### config.mk
export PLATFORM = sky130hd
export DESIGN_NAME = clock_domain_gating_control
export DESIGN_NICKNAME = d
export VERILOG_FILES = /design/src/rtl/clk_pkg.sv /design/src/rtl/clock_domain_gating_control.sv
export VERILOG_INCLUDE_DIRS = /design/src /design/src/rtl
export SDC_FILE = /design/constraint.sdc
export NUM_CORES = 1
export LEC_CHECK = 0
export BUFFER_PORTS_ARGS = -buffer_cell sky130_fd_sc_hd__buf_2
export CORE_UTILIZATION = 30
export CTS_BUF_LIST = sky130_fd_sc_hd__clkbuf_8 sky130_fd_sc_hd__clkbuf_16
export DETAILED_ROUTE_END_ITERATION = 10
export GPL_TIMING_DRIVEN = 0
export PLACE_DENSITY = 0.55
export SETUP_SLACK_MARGIN = 0.3
export SLEW_MARGIN = 15
export SYNTH_ARGS = -nofsm -noshare
export SYNTH_HDL_FRONTEND = slang
export SYNTH_SLANG_ARGS = --single-unit
### constraint.sdc
create_clock -name clk_in -period 16.3 [get_ports clk_in]
set_input_delay 1.63 -clock clk_in [delete_from_list [all_inputs] [get_ports clk_in]]
set_output_delay 1.63 -clock clk_in [all_outputs]
set_load 0.1 [all_outputs]
### src/rtl/clock_domain_gating_map.svh
// Register offsets, field positions and reset values of the clock block.
`ifndef CLOCK_DOMAIN_GATING_MAP_SVH
`define CLOCK_DOMAIN_GATING_MAP_SVH
// ==========================================================
// Byte addresses of the registers.
`define OFS_STDIV 32'hFFFFE108
`define OFS_A3CON 32'hFFFFE140
`define OFS_DDIS 32'hFFFFE150
`define OFS_MSRC 32'hFFFFE154
`define OFS_ASRC 32'hFFFFE158
`define OFS_RSRC 32'hFFFFE15C
`define OFS_PDIV 32'hFFFFE160
`define OFS_GSTAT 32'hFFFFE164
`define OFS_PLLA 32'hFFFFE170
`define OFS_PLLB 32'hFFFFE174
`define OFS_PLLC 32'hFFFFE178
// ==========================================================
// Reset values.
`define RST_A3CON 32'h09090001
`define RST_ASRC 32'h00000909
`define RST_RSRC 32'h00000009
`define RST_ZERO 32'h00000000
// ==========================================================
// Field positions and codes.
`define SRC_PERIPH 4'h9
`define SRC_LIMP 3'h5
`define ST_ACT_BIT 8
`define A3_DIVDIS_BIT 4
`define SLIPRST_BIT 0
`define FMOD_BIT 31
`define GS_FAIL 0
`define GS_SLIP1 8
`define GS_SLIP2 9
`define GS_VALID 16
// ==========================================================
// Oscillator monitor: window of 16 reference edges, bounds exclusive.
`define MON_LAST 4'hF
`define OSC_LO 7'h04
`define OSC_HI 7'h40
`endif

### src/rtl/clk_pkg.sv
// Types shared by the clock block.
package clk_pkg;
  typedef logic [31:0] word_t;
  typedef logic [3:0] src_code_t;
endpackage

### src/rtl/clock_domain_gating_control.sv
// Clock domain generation, division and gating with its register file.
//
// Added by the designer: the Avalon-MM interface to the registers.
`timescale 1ns/1ps
`include "clock_domain_gating_map.svh"
module clock_domain_gating_control (
  // Clock and reset.
  input wire logic clk_in,
  input wire logic rstn_in,
  // Avalon-MM register slave.
  input wire clk_pkg::word_t avs_address_in,
  input wire logic avs_read_in,
  input wire logic avs_write_in,
  input wire clk_pkg::word_t avs_writedata_in,
  input wire logic [3:0] avs_byteenable_in,
  output clk_pkg::word_t avs_readdata_out,
  output logic avs_waitrequest_out,
  // Clock source pins and PLL slip indicators.
  input wire logic main_oscillator_input_in,
  input wire logic main_pll_in,
  input wire logic ext_clock1_in,
  input wire logic lowfreq_internal_osc_clock_in,
  input wire logic highfreq_internal_osc_clock_in,
  input wire logic secondary_pll_in,
  input wire logic ext_clock2_in,
  input wire logic main_pll_slip_in,
  input wire logic secondary_pll_slip_in,
  // PLL configuration and slip reset.
  output clk_pkg::word_t main_pll_config_a_out,
  output clk_pkg::word_t main_pll_config_b_out,
  output clk_pkg::word_t secondary_pll_config_out,
  output logic slip_reset_request_out,
  // Domain clocks.
  output logic cpu_core_clock_out,
  output logic host_bus_clock_out,
  output logic primary_peripheral_clock_out,
  output logic second_peripheral_clock_out,
  output logic async_peripheral_clock1_out,
  output logic async_peripheral_clock2_out,
  output logic realtime_irq_clock_out,
  output logic cpu_core_clock_delayed_out,
  output logic third_peripheral_clock_out,
  output logic async_divided_clock3_out,
  output logic async_source_clock3_out,
  output logic async_peripheral_clock4_out
);
  import clk_pkg::*;

  // ==========================================================
  // Reset release.
  logic [1:0] rst_q;
  logic rstn;

  // Release is synchronous so that every flop leaves reset together.
  always_ff @(posedge clk_in or negedge rstn_in) begin
    if (!rstn_in) begin
      rst_q <= 2'h0;
    end else begin
      rst_q <= {rst_q[0], 1'b1};
    end
  end
  assign rstn = rst_q[1];

  // ==========================================================
  // Pin synchronisers and filters.
  logic [9:0] pin, s1, s2, s3, pf, pf_d, rise;
  logic [7:0] src;

  // Bit index equals the clock source number; 2 is reserved.
  assign pin = {secondary_pll_slip_in, main_pll_slip_in, ext_clock2_in,
    secondary_pll_in, highfreq_internal_osc_clock_in,
    lowfreq_internal_osc_clock_in, ext_clock1_in, 1'b0, main_pll_in,
    main_oscillator_input_in};

  genvar g;
  generate
    for (g = 0; g < 10; g++) begin : g_pin
      // A change counts only once stages two and three agree.
      always_ff @(posedge clk_in or negedge rstn) begin
        if (!rstn) begin
          s1[g] <= 1'b0;
          s2[g] <= 1'b0;
          s3[g] <= 1'b0;
          pf[g] <= 1'b0;
          pf_d[g] <= 1'b0;
        end else begin
          s1[g] <= pin[g];
          s2[g] <= s1[g];
          s3[g] <= s2[g];
          pf[g] <= (s2[g] == s3[g]) ? s3[g] : pf[g];
          pf_d[g] <= pf[g];
        end
      end
    end
  endgenerate
  assign rise = pf & ~pf_d;
  assign src = pf[7:0];

  // ==========================================================
  // Registers.
  word_t selftest_clock_divider, async_clock3_divider_control;
  word_t domain_disable_register, main_domain_source_select;
  word_t async_domain_source_select, realtime_clock_source_select;
  word_t periph_divider, main_pll_control_a, main_pll_control_b;
  word_t secondary_pll_control, global_status_register, rdata;
  logic wr_ok, oscillator_fail_flag, osc_valid, slip_rst;
  logic [1:0] slip_flag;

  assign wr_ok = avs_write_in && !avs_waitrequest_out;

  function automatic word_t merge(word_t o, word_t n, logic [3:0] be);
    word_t r;
    r = o;
    for (int b = 0; b < 4; b++) begin
      if (be[b]) begin
        r[8*b +: 8] = n[8*b +: 8];
      end
    end
    return merge_fix(r);
  endfunction

  function automatic word_t merge_fix(word_t r);
    return r;
  endfunction

  // Software writes take effect at the edge after the wait cycle, while waitrequest is low.
  always_ff @(posedge clk_in or negedge rstn) begin
    if (!rstn) begin
      selftest_clock_divider <= `RST_ZERO;
      async_clock3_divider_control <= `RST_A3CON;
      domain_disable_register <= `RST_ZERO;
      main_domain_source_select <= `RST_ZERO;
      async_domain_source_select <= `RST_ASRC;
      realtime_clock_source_select <= `RST_RSRC;
      periph_divider <= `RST_ZERO;
      main_pll_control_a <= `RST_ZERO;
      main_pll_control_b <= `RST_ZERO;
      secondary_pll_control <= `RST_ZERO;
    end else if (wr_ok) begin
      unique case (avs_address_in)
        `OFS_STDIV: selftest_clock_divider <= merge(selftest_clock_divider,
          avs_writedata_in, avs_byteenable_in);
        `OFS_A3CON: async_clock3_divider_control <= merge(
          async_clock3_divider_control, avs_writedata_in, avs_byteenable_in);
        `OFS_DDIS: domain_disable_register <= merge(domain_disable_register,
          avs_writedata_in, avs_byteenable_in);
        `OFS_MSRC: main_domain_source_select <= merge(
          main_domain_source_select, avs_writedata_in, avs_byteenable_in);
        `OFS_ASRC: async_domain_source_select <= merge(
          async_domain_source_select, avs_writedata_in, avs_byteenable_in);
        `OFS_RSRC: realtime_clock_source_select <= merge(
          realtime_clock_source_select, avs_writedata_in, avs_byteenable_in);
        `OFS_PDIV: periph_divider <= merge(periph_divider,
          avs_writedata_in, avs_byteenable_in);
        `OFS_PLLA: main_pll_control_a <= merge(main_pll_control_a,
          avs_writedata_in, avs_byteenable_in);
        `OFS_PLLB: main_pll_control_b <= merge(main_pll_control_b,
          avs_writedata_in, avs_byteenable_in);
        `OFS_PLLC: begin
          // The modulation bit is forced off here, whatever is written.
          secondary_pll_control <= merge(secondary_pll_control,
            avs_writedata_in, avs_byteenable_in);
          secondary_pll_control[`FMOD_BIT] <= 1'b0;
        end
        default: begin
        end
      endcase
    end
  end

  // Status: hardware set wins over a write-one-to-clear in the same cycle.
  always_ff @(posedge clk_in or negedge rstn) begin
    if (!rstn) begin
      slip_flag <= 2'h0;
      slip_rst <= 1'b0;
    end else begin
      for (int k = 0; k < 2; k++) begin
        if (rise[8+k]) begin
          slip_flag[k] <= 1'b1;
        end else if (wr_ok && avs_address_in == `OFS_GSTAT &&
                     avs_writedata_in[`GS_SLIP1+k]) begin
          slip_flag[k] <= 1'b0;
        end
      end
      slip_rst <= (rise[8] && main_pll_control_a[`SLIPRST_BIT]) ||
        (rise[9] && secondary_pll_control[`SLIPRST_BIT]);
    end
  end

  always_comb begin
    global_status_register = `RST_ZERO;
    global_status_register[`GS_FAIL] = oscillator_fail_flag;
    global_status_register[`GS_SLIP1] = slip_flag[0];
    global_status_register[`GS_SLIP2] = slip_flag[1];
    global_status_register[`GS_VALID] = osc_valid;
  end

  // Unmapped addresses read as zero and ignore writes.
  always_comb begin
    unique case (avs_address_in)
      `OFS_STDIV: rdata = selftest_clock_divider;
      `OFS_A3CON: rdata = async_clock3_divider_control;
      `OFS_DDIS: rdata = domain_disable_register;
      `OFS_MSRC: rdata = main_domain_source_select;
      `OFS_ASRC: rdata = async_domain_source_select;
      `OFS_RSRC: rdata = realtime_clock_source_select;
      `OFS_PDIV: rdata = periph_divider;
      `OFS_GSTAT: rdata = global_status_register;
      `OFS_PLLA: rdata = main_pll_control_a;
      `OFS_PLLB: rdata = main_pll_control_b;
      `OFS_PLLC: rdata = secondary_pll_control;
      default: rdata = `RST_ZERO;
    endcase
  end

  // One wait cycle, then a single cycle of answer.
  always_ff @(posedge clk_in or negedge rstn) begin
    if (!rstn) begin
      avs_waitrequest_out <= 1'b1;
      avs_readdata_out <= `RST_ZERO;
    end else begin
      avs_waitrequest_out <= !((avs_read_in || avs_write_in) &&
        avs_waitrequest_out);
      if (avs_read_in && avs_waitrequest_out) begin
        avs_readdata_out <= rdata;
      end
    end
  end

  // ==========================================================
  // Main oscillator monitor against the high-frequency reference.
  logic [3:0] win;
  logic [6:0] osc_cnt;
  logic win_end, win_bad;

  assign win_end = rise[5] && win == `MON_LAST;
  assign win_bad = !(osc_cnt > `OSC_LO && osc_cnt < `OSC_HI);

  // The count saturates so that a fast oscillator cannot wrap into range.
  always_ff @(posedge clk_in or negedge rstn) begin
    if (!rstn) begin
      win <= 4'h0;
      osc_cnt <= 7'h00;
      osc_valid <= 1'b0;
      oscillator_fail_flag <= 1'b0;
    end else begin
      if (rise[5]) begin
        win <= win + 4'h1;
      end
      if (win_end) begin
        osc_cnt <= {6'h00, rise[0]};
        osc_valid <= !win_bad;
      end else if (rise[0] && osc_cnt != 7'h7F) begin
        osc_cnt <= osc_cnt + 7'h01;
      end
      if (win_end && win_bad) begin
        oscillator_fail_flag <= 1'b1;
      end else if (wr_ok && avs_address_in == `OFS_GSTAT &&
                   avs_writedata_in[`GS_FAIL]) begin
        oscillator_fail_flag <= 1'b0;
      end
    end
  end

  // ==========================================================
  // Source selection, dividers and gates.
  logic [11:0] lv, en, gen, clk_q;
  logic [4:0] ph, bprev, base;
  logic [1:0] phd;
  logic [3:0] rat [5];
  logic [3:0] cnt [5];
  logic [4:0] n1, n2;
  logic host, p2ok;

  // Oscillator-sourced selections fall back to source 5 after a failure.
  function automatic logic pick(src_code_t c, logic [7:0] s, logic p,
                                logic f);
    logic [2:0] i;
    i = (f && c == 4'h0) ? `SRC_LIMP : c[2:0];
    if (c == `SRC_PERIPH) begin
      return p;
    end
    return c[3] ? 1'b0 : s[i];
  endfunction

  assign host = pick({1'b0, main_domain_source_select[2:0]}, src, 1'b0,
    oscillator_fail_flag);
  assign n1 = {1'b0, periph_divider[3:0]} + 5'h01;
  assign n2 = {1'b0, periph_divider[11:8]} + 5'h01;
  assign p2ok = (n1 % n2) == 5'h00;

  always_comb begin
    rat[0] = selftest_clock_divider[`ST_ACT_BIT] ?
      {1'b0, selftest_clock_divider[2:0]} : 4'h0;
    rat[1] = periph_divider[3:0];
    rat[2] = p2ok ? periph_divider[11:8] : periph_divider[3:0];
    rat[3] = periph_divider[19:16];
    rat[4] = {1'b0, async_clock3_divider_control[2:0]};
    base = {lv[10], host, host, host, host};
  end

  generate
    for (g = 0; g < 5; g++) begin : g_div
      // Ratios load only at the wrap, so no phase is ever shortened.
      always_ff @(posedge clk_in or negedge rstn) begin
        if (!rstn) begin
          bprev[g] <= 1'b0;
          cnt[g] <= 4'h0;
          ph[g] <= 1'b1;
        end else begin
          bprev[g] <= base[g];
          if (bprev[g] && !base[g]) begin
            if (cnt[g] == 4'h0) begin
              cnt[g] <= rat[g];
              ph[g] <= 1'b1;
            end else begin
              cnt[g] <= cnt[g] - 4'h1;
              ph[g] <= 1'b0;
            end
          end
        end
      end
    end
  endgenerate

  // The delayed CPU copy takes the CPU phase two host cycles later.
  always_ff @(posedge clk_in or negedge rstn) begin
    if (!rstn) begin
      phd <= 2'h3;
    end else if (bprev[0] && !host) begin
      phd <= {phd[0], ph[0]};
    end
  end

  always_comb begin
    lv[0] = host & ph[0];
    lv[1] = host;
    lv[2] = host & ph[1];
    lv[3] = host & ph[2];
    lv[4] = pick(async_domain_source_select[3:0], src, clk_q[2],
      oscillator_fail_flag);
    lv[5] = pick(async_domain_source_select[11:8], src, clk_q[2],
      oscillator_fail_flag);
    lv[6] = pick(realtime_clock_source_select[3:0], src, clk_q[2],
      oscillator_fail_flag);
    lv[7] = host & phd[1];
    lv[8] = host & ph[3];
    // The async3 source is settled first so its divided copy reads it.
    lv[10] = pick(async_clock3_divider_control[19:16], src, clk_q[2],
      oscillator_fail_flag);
    lv[9] = lv[10] & ph[4];
    lv[11] = pick(async_clock3_divider_control[27:24], src, clk_q[2],
      oscillator_fail_flag);
    en = ~domain_disable_register[11:0];
    en[7] = ~domain_disable_register[0];
    en[9] = ~domain_disable_register[10] &
      ~async_clock3_divider_control[`A3_DIVDIS_BIT];
  end

  generate
    for (g = 0; g < 12; g++) begin : g_gate
      // The enable changes only while the clock is low.
      always_ff @(posedge clk_in or negedge rstn) begin
        if (!rstn) begin
          gen[g] <= 1'b1;
          clk_q[g] <= 1'b0;
        end else begin
          if (!lv[g]) begin
            gen[g] <= en[g];
          end
          clk_q[g] <= lv[g] & gen[g];
        end
      end
    end
  endgenerate

  assign cpu_core_clock_out = clk_q[0];
  assign host_bus_clock_out = clk_q[1];
  assign primary_peripheral_clock_out = clk_q[2];
  assign second_peripheral_clock_out = clk_q[3];
  assign async_peripheral_clock1_out = clk_q[4];
  assign async_peripheral_clock2_out = clk_q[5];
  assign realtime_irq_clock_out = clk_q[6];
  assign cpu_core_clock_delayed_out = clk_q[7];
  assign third_peripheral_clock_out = clk_q[8];
  assign async_divided_clock3_out = clk_q[9];
  assign async_source_clock3_out = clk_q[10];
  assign async_peripheral_clock4_out = clk_q[11];
  assign main_pll_config_a_out = main_pll_control_a;
  assign main_pll_config_b_out = main_pll_control_b;
  assign secondary_pll_config_out = secondary_pll_control;
  assign slip_reset_request_out = slip_rst;
endmodule

==> summary.txt, run 1 <==
Synth
  – Cell taking the most area after synthesis: dfrtp_1
  – Xor and xnor area share after synthesis: 0.0100
  – Synth Area in Adders: 0.0222
  – Post-Syn Area: 20800 um^2
  – Simple-gate portion of the synthesized area: 0.0712
  – Post-synth cell types: 83
  – Sequential area share after synthesis: 0.559
  – Syn Nets: 1706
  – Synthesis-stage register bit count: 463
  – Fraction of registers with async set/reset: 1.00
  – Yosys warning total: 0
  – Compound-cell area share of the yosys netlist: 0.117
  – Post-synthesis mux area share: 0.202
  – Main synth FF type: dfrtp_1
  – Yosys top cell area share: 0.520
  – Synth area leaders: dfrtp_1, mux2_2, dfstp_2
  – Mapped Avg Cell Area: 13.0 um^2
  – EDFF count, synth: 0
  – Largest family of logic cells by synthesized area: multiplexers
  – Cells after Synth: 1596

Routing
  – Routed len/inst: 24.4 um
  – DR vias/cell: 5.27
  – Post-route ant nets: 0
  – Via count: 15000
  – DRC: 0
  – Routed Wire Length: 69600 um
  – Starting DRT DRC Count: 1275
  – Drt first pass iters: 5

CTS
  – CTS tree: yes
  – Clock-pin slew on the worst setup and hold paths: 0.06 ns
  – Root buffer cell: clkbuf_16
  – Htree depth: 2
  – Hold_buf cts: 0
  – TritonCTS buffer count: 50
  – Cts repair resizes: 0
  – Post-CTS Setup Inserts: 0
  – Clock Tree Buf Depth: 3
  – CTS Sinks: 463
  – Worst skew pair latency: 0.60 ns

Layout
  – NumNets Final: 1984
  – Post-layout util: 0.365
  – Share of cells above drive strength 1: 0.362
  – Area Overhead vs Synth: 20.3%
  – # fillers: 6646
  – Final instance area: 25000 um^2

Pwr
  – Total Power: 2.67 mW
  – Worst vdd ir: 0.0728 mV
  – PD cells: 107 nW/um^2
  – Leak Pwr: 11.8 nW

Critical path
  – Worst Path Arrival: 8.98 ns
  – CP Capture Point: cnt[11]$_DFFE_PN0P_
  – Worst Setup SP: periph_divider[8]$_DFFE_PN0P_
  – Crit path launch type: flop
  – Crit. End Element: flop
  – Reg2Reg Launch Point: periph_divider[8]$_DFFE_PN0P_
  – Crit-path max cell delay: 0.66 ns
  – Worst reg2reg path depth: 31
  – Max Fanout on Critical Path: 11
  – Reg2reg end: cnt[11]$_DFFE_PN0P_
  – Req. time, crit path: 16.79 ns
  – FF-to-FF setup slack: 7.81 ns
  – Critical path's slowest cell: dfrtp_1
  – Crit-path most repeated cell: ha_1
  – Critical path type: flop to flop

Placement
  – # port buffers: 218
  – Final HPWL DP: 49100 um
  – Area after DPL: 23300 um^2
  – Placer congestion estimate: 0.875

Timing
  – RSZ-0062 raised after global routing: false
  – Fin. max-slew vios: 0
  – Worst clock skew: 0.0150 ns
  – Final worst path period share: 0.521
  – Rel. slew slack: 0.0825
  – Actual slew at the worst max-slew pin: 1.38 ns
  – Final setup fails: 0
  – Period minus WS final: 8.49 ns
  – Final hold violations: 0
  – F_max: 118 MHz

Run status
  – Status: finished, final reports clean

Floorplan
  – Starting Density: 0.303
  – IO Count: 223
  – Die X: 265 um
  – Die span in y: 265 um
  – Die area: 70300 um^2
  – CORE AREA: 68600 um^2
  – Row count: 96

GRT
  – Grt total ovfl: 0
  – Pin count of the biggest net entering global routing: 62
  – Initial antenna violation count: 7
  – First-pass GRT wire length: 103000 um
  – Vias in the first global route: 15600
  – GRT Overall Usage: 0.198

Min path
  – Worst Hold Class: flop to asynchronous set/reset pin

Job
  – Max Cap Violations: 0
-- stage by stage --
stage | hold slack (ns) | setup WS [ns] | instances | TNS [ns]
2_1_floorplan | 0.331 | 2.49 | 1596 | 0
3_3_place_gp | 0.334 | -2.66 | 2745 | -1126.23
3_5_place_dp | 0.294 | 7.90 | 2753 | 0
4_1_cts | 0.299 | 7.86 | 2847 | 0
5_1_grt | 0.325 | 7.41 | 2847 | 0
6_report | 0.282 | 7.81 | 2849 | 0
-- cells by family after synthesis --
| family | count (synthesis) |
|---|---|
| AO/OA/AOI/OAI | 319 |
| XOR/XNOR | 22 |
| adder cells (fa/ha/maj) | 38 |
| buffers and inverters | 90 |
| flip-flops | 463 |
| multiplexers | 371 |
| other | 2 |
| AND/OR/NAND/NOR | 291 |
-- cell type report --
cell class	count	area, um^2	area share
repair buffers	226	1300	0.0521
plain buffers	58	248	0.00991
diodes	2	5.00	0.000200
clock inverters	33	295	0.0118
flip-flops and latches	463	11600	0.465
inverters	32	120	0.00480
multi-input cells	1043	8800	0.352
clock buffers	61	1440	0.0574
well taps	931	1160	0.0466
-- how the worst min path moves through the flow --
stage                       start                  to  slack, ns  depth (start not counted)
6_report       rst_q[1]$_DFF_PN0_     s1[7]$_DFF_PN0_       0.28                          0
4_1_cts        rst_q[1]$_DFF_PN0_     s1[1]$_DFF_PN0_       0.30                          0
5_1_grt        rst_q[1]$_DFF_PN0_     s2[3]$_DFF_PN0_       0.32                          0
3_3_place_gp      s1[4]$_DFF_PN0_     s2[4]$_DFF_PN0_       0.33                          0
2_1_floorplan  rst_q[0]$_DFF_PN0_  rst_q[1]$_DFF_PN0_       0.33                          0
3_5_place_dp   rst_q[1]$_DFF_PN0_     s1[7]$_DFF_PN0_       0.29                          0
-- worst max-delay path, delay by kind of cell, from the launching register on --
| family | cells | cell delay (ns) |
|---|---|---|
| buf+inv | 1 | 0.16 |
| compound gates | 12 | 2.73 |
| flops | 1 | 0.66 |
| simple gates | 11 | 2.39 |
| fa+ha+maj | 5 | 1.66 |
| mux | 2 | 0.75 |
-- cell usage in the layout (no fill, tap or decap), types with 7 or more instances in the layout --
master     netlist  final
o21ai_1         22     22
a31oi_1          8      8
o2111a_1        26     26
o31ai_1          9      8
or2_2            7      7
buf_2           10    228
buf_1            7      7
a21o_1          12     12
clkinv_2         0     11
o21ai_0         33     33
clkbuf_8         0      8
nor2b_1          9      9
xor2_1          11     11
mux2i_1         31     31
dfrtp_1        432    431
nor3_1          21     21
xnor2_1          9      9
o21bai_1         8      8
a21oi_1         31     31
a22oi_1         63     63
and3_1           9      9
clkbuf_1        39     37
ha_1            28     28
nand4_1         19     19
inv_1           32     43
maj3_1           9      9
dfstp_2         31     31
mux2_1          39     39
a22o_1          34     34
and2_1           7      7
mux2_2         295    295
nand2_1         89     89
a221oi_1        39     39
nor2_1          64     64
nand3_1         17     17
clkbuf_16        0     53
buf_16           0      7
-- Yosys cell counts (26+ instances only) --
master,n
o21ai_0,33
mux2_1,39
clkbuf_1,39
nand2_1,89
ha_1,28
a221oi_1,39
a22oi_1,63
dfrtp_1,432
inv_1,32
mux2i_1,31
nor2_1,64
a21oi_1,31
a22o_1,34
o2111a_1,26
mux2_2,295
dfstp_2,31
-- report_power, final --
| group | total (mW) | leakage (nW) | switching, mW | internal, mW |
|---|---|---|---|---|
| logic | 0.232 | 4.75 | 0.157 | 0.0753 |
| registers | 1.26 | 6.19 | 0.0491 | 1.21 |
| clock network | 1.18 | 0.896 | 0.481 | 0.704 |
-- metal layers --
layer | up-vias | wire (um) | share of wire | global-route usage
met5 | - | 59 | 0.00085 | 0
met4 | 10 | 2260 | 0.032 | 0.0739
met3 | 114 | 4490 | 0.065 | 0.0431
met2 | 476 | 33400 | 0.48 | 0.329
met1 | 7850 | 29400 | 0.42 | 0.252
li1 | 6559 | - | - | -
Note: power is estimated with default switching activity, not from simulation.
==> run 2, diff against run 1 <==
==> constraint.sdc (replaced) <==
create_clock -name clk_in -period 8.9 [get_ports clk_in]
set_input_delay 0.89 -clock clk_in [delete_from_list [all_inputs] [get_ports clk_in]]
set_output_delay 0.89 -clock clk_in [all_outputs]
set_load 0.1 [all_outputs]
==> summary.txt, run 2 (same netlist as run 1, synthesis figures left out) <==
Floorplan
  – Starting Density: 0.303 (unchanged)
  – IO Count: 223 (unchanged)
  – Die span in y: 265 um (unchanged)
  – CORE AREA: 68600 um^2 (unchanged)
  – Die X: 265 um (unchanged)
  – Row count: 96 (unchanged)
  – Die area: 70300 um^2 (unchanged)

GRT
  – GRT met2 Usage: 0.317 (-0.0124)
  – Initial antenna violation count: 7 (unchanged)
  – Vias in the first global route: 15300 (-1.5%)
  – GRT busiest layer: met2
  – Grt total ovfl: 0 (unchanged)
  – Met3 usage: 0.0455 (+0.00241)
  – First-pass GRT wire length: 103000 um (-0.38%)
  – GRT Overall Usage: 0.196 (-0.00198)
  – GRT met1 Usage: 0.257 (+0.00501)
  – Pin count of the biggest net entering global routing: 63 (+1.6%)

CTS
  – Htree depth: 2 (unchanged)
  – TritonCTS buffer count: 49 (-2.0%)
  – Root buffer cell: clkbuf_16
  – Worst skew pair latency: 0.61 ns (about the same)
  – CTS tree: yes
  – Clock-pin slew on the worst setup and hold paths: 0.06 ns (about the same)
  – CTS Sinks: 463 (unchanged)
  – Hold_buf cts: 0 (unchanged)
  – Clock Tree Buf Depth: 3 (unchanged)

Critical path
  – Crit-path max cell delay: 0.59 ns (-0.07 ns)
  – Req. time, crit path: 9.37 ns (-7.42 ns)
  – Crit. End Element: flop
  – Worst reg2reg path depth: 30 (-3.2%)
  – Reg2reg end: cnt[11]$_DFFE_PN0P_
  – Critical path's slowest cell: or4b_4
  – FF-to-FF setup slack: 0.73 ns (-7.09 ns)
  – Max Fanout on Critical Path: 11 (unchanged)
  – Critical path type: flop to flop
  – Reg2Reg Launch Point: periph_divider[0]$_DFFE_PN0P_
  – Crit-path most repeated cell: ha_1
  – Crit path launch type: flop
  – Worst Path Arrival: 8.64 ns (-0.34 ns)

Job
  – Max Cap Violations: 0 (unchanged)

Placement
  – Final HPWL DP: 48900 um (-0.46%)
  – # port buffers: 218 (unchanged)
  – Placed Instances: 2754 (+0.036%)
  – Placer congestion estimate: 0.881 (+0.78%)

Layout
  – Layout Cells excl Fill: 2846 (-0.11%)
  – Multi-input gate area: 8850 um^2 (+0.51%)
  – Share of cells above drive strength 1: 0.369 (+0.00632)
  – NumNets Final: 1985 (+0.050%)
  – Register area: 11600 um^2 (about the same)
  – Commonest non-fill, non-tap cell in the layout: dfrtp_1
  – # fillers: 6627 (-0.29%)
  – Area Overhead vs Synth: 20.5%
  – Most frequent cells in the layout: dfrtp_1, mux2_2, buf_2

Timing
  – Actual slew at the worst max-slew pin: 1.29 ns (-0.0891 ns)
  – RSZ-0062 raised after global routing: false
  – Final worst path period share: 0.918 (+0.398)
  – Fin Setup TNS: 0 ns (unchanged)
  – Fin. max-slew vios: 0 (unchanged)
  – Final setup fails: 0 (unchanged)
  – Rel. slew slack: 0.139 (+0.0562)
  – Worst clock skew: 0.0236 ns (+0.00858 ns)
  – Final hold violations: 0 (unchanged)
  – Period minus WS final: 8.17 ns (-0.315 ns)
  – F_max: 122 MHz (+3.8%)

Routing
  – DRC: 0 (unchanged)
  – Post-route ant nets: 0 (unchanged)
  – Starting DRT DRC Count: 1057 (-17%)
  – Routed Wire Length: 69100 um (-0.63%)
  – Routed len/inst: 24.3 um (-0.53%)
  – Via count: 15000 (-0.15%)
  – Drt first pass iters: 5 (unchanged)
  – DR vias/cell: 5.27 (about the same)

Pwr
  – Leak Pwr: 11.8 nW (-0.26%)
  – Worst vdd ir: 0.128 mV (+76%)
  – Total Power: 4.84 mW (+81%)
  – PD cells: 193 nW/um^2 (+81%)

Run status
  – Status: finished, final reports clean

Min path
  – Worst Hold Class: input pin to asynchronous set/reset pin
-- run 2: worst max-delay path by stage --
stage / endpoint / start / slack [ns] / depth (start not counted)
5_1_grt: cnt[11]$_DFFE_PN0P_ / periph_divider[0]$_DFFE_PN0P_ / 0.37 / 30
3_5_place_dp: cnt[11]$_DFFE_PN0P_ / periph_divider[0]$_DFFE_PN0P_ / 0.49 / 31
4_1_cts: cnt[11]$_DFFE_PN0P_ / periph_divider[0]$_DFFE_PN0P_ / 0.44 / 31
3_3_place_gp: third_peripheral_clock_out$_DFF_PN0_ / rst_q[1]$_DFF_PN0_ / -1.38 / 0
6_report: cnt[11]$_DFFE_PN0P_ / periph_divider[0]$_DFFE_PN0P_ / 0.73 / 30
2_1_floorplan: cnt[11]$_DFFE_PN0P_ / periph_divider[0]$_DFFE_PN0P_ / 1.23 / 30
-- run 2: area by class of cell --
cell class	instances	area share
Multi-Input combinational cell	1043	0.353
Timing Repair Buffer	228	0.0530
Antenna cell	2	0.000200
Sequential cell	463	0.465
Clock inverter	20	0.00660
Tap cell	931	0.0465
Inverter	32	0.00480
Clock buffer	69	0.0609
Buffer	58	0.00995
-- run 2: critical path: cells and delay by family (launching register included) --
| kind | cells | cell delay, ns |
|---|---|---|
| muxes | 2 | 0.60 |
| AOI/OAI and AO/OA | 8 | 1.58 |
| buffers and inverters | 2 | 0.35 |
| and+or+nand+nor | 12 | 3.12 |
| DFF | 1 | 0.52 |
| adders and majority gates | 6 | 1.86 |
-- run 2: report_power, final --
part | internal, mW | total [mW] | switching, mW
registers | 2.21 | 2.30 | 0.0897
logic | 0.139 | 0.425 | 0.286
clock network | 1.25 | 2.12 | 0.872
total | 3.60 | 4.84 | 1.25
-- run 2: stage by stage --
step / utilization / hold slack [ns] / setup slack [ns] / cell area [um^2]
after floorplan: - / 0.331 / 1.23 / 20800
after global placement: 0.336 / 0.335 / -1.38 / 23000
after detailed placement: 0.339 / 0.336 / 0.495 / 23300
after CTS: 0.364 / 0.0395 / 0.440 / 25000
after global routing: 0.365 / 0.0451 / 0.368 / 25000
final: 0.365 / 0.0699 / 0.726 / 25000
-- run 2: metal layers --
| metal | wire length, um | vias to the layer above | part of all wire |
|---|---|---|---|
| met5 | 82 | - | 0.0012 |
| met2 | 32400 | 488 | 0.47 |
| met4 | 2310 | 12 | 0.033 |
| li1 | - | 6572 | - |
| met1 | 30000 | 7796 | 0.43 |
| met3 | 4320 | 118 | 0.062 |
-- run 2: timing repair --
item,CTS,global route
setup endpoints to repair,0,4
setup buffers,0,1
endpoints found under the hold margin,0,0
gates resized for setup,0,9
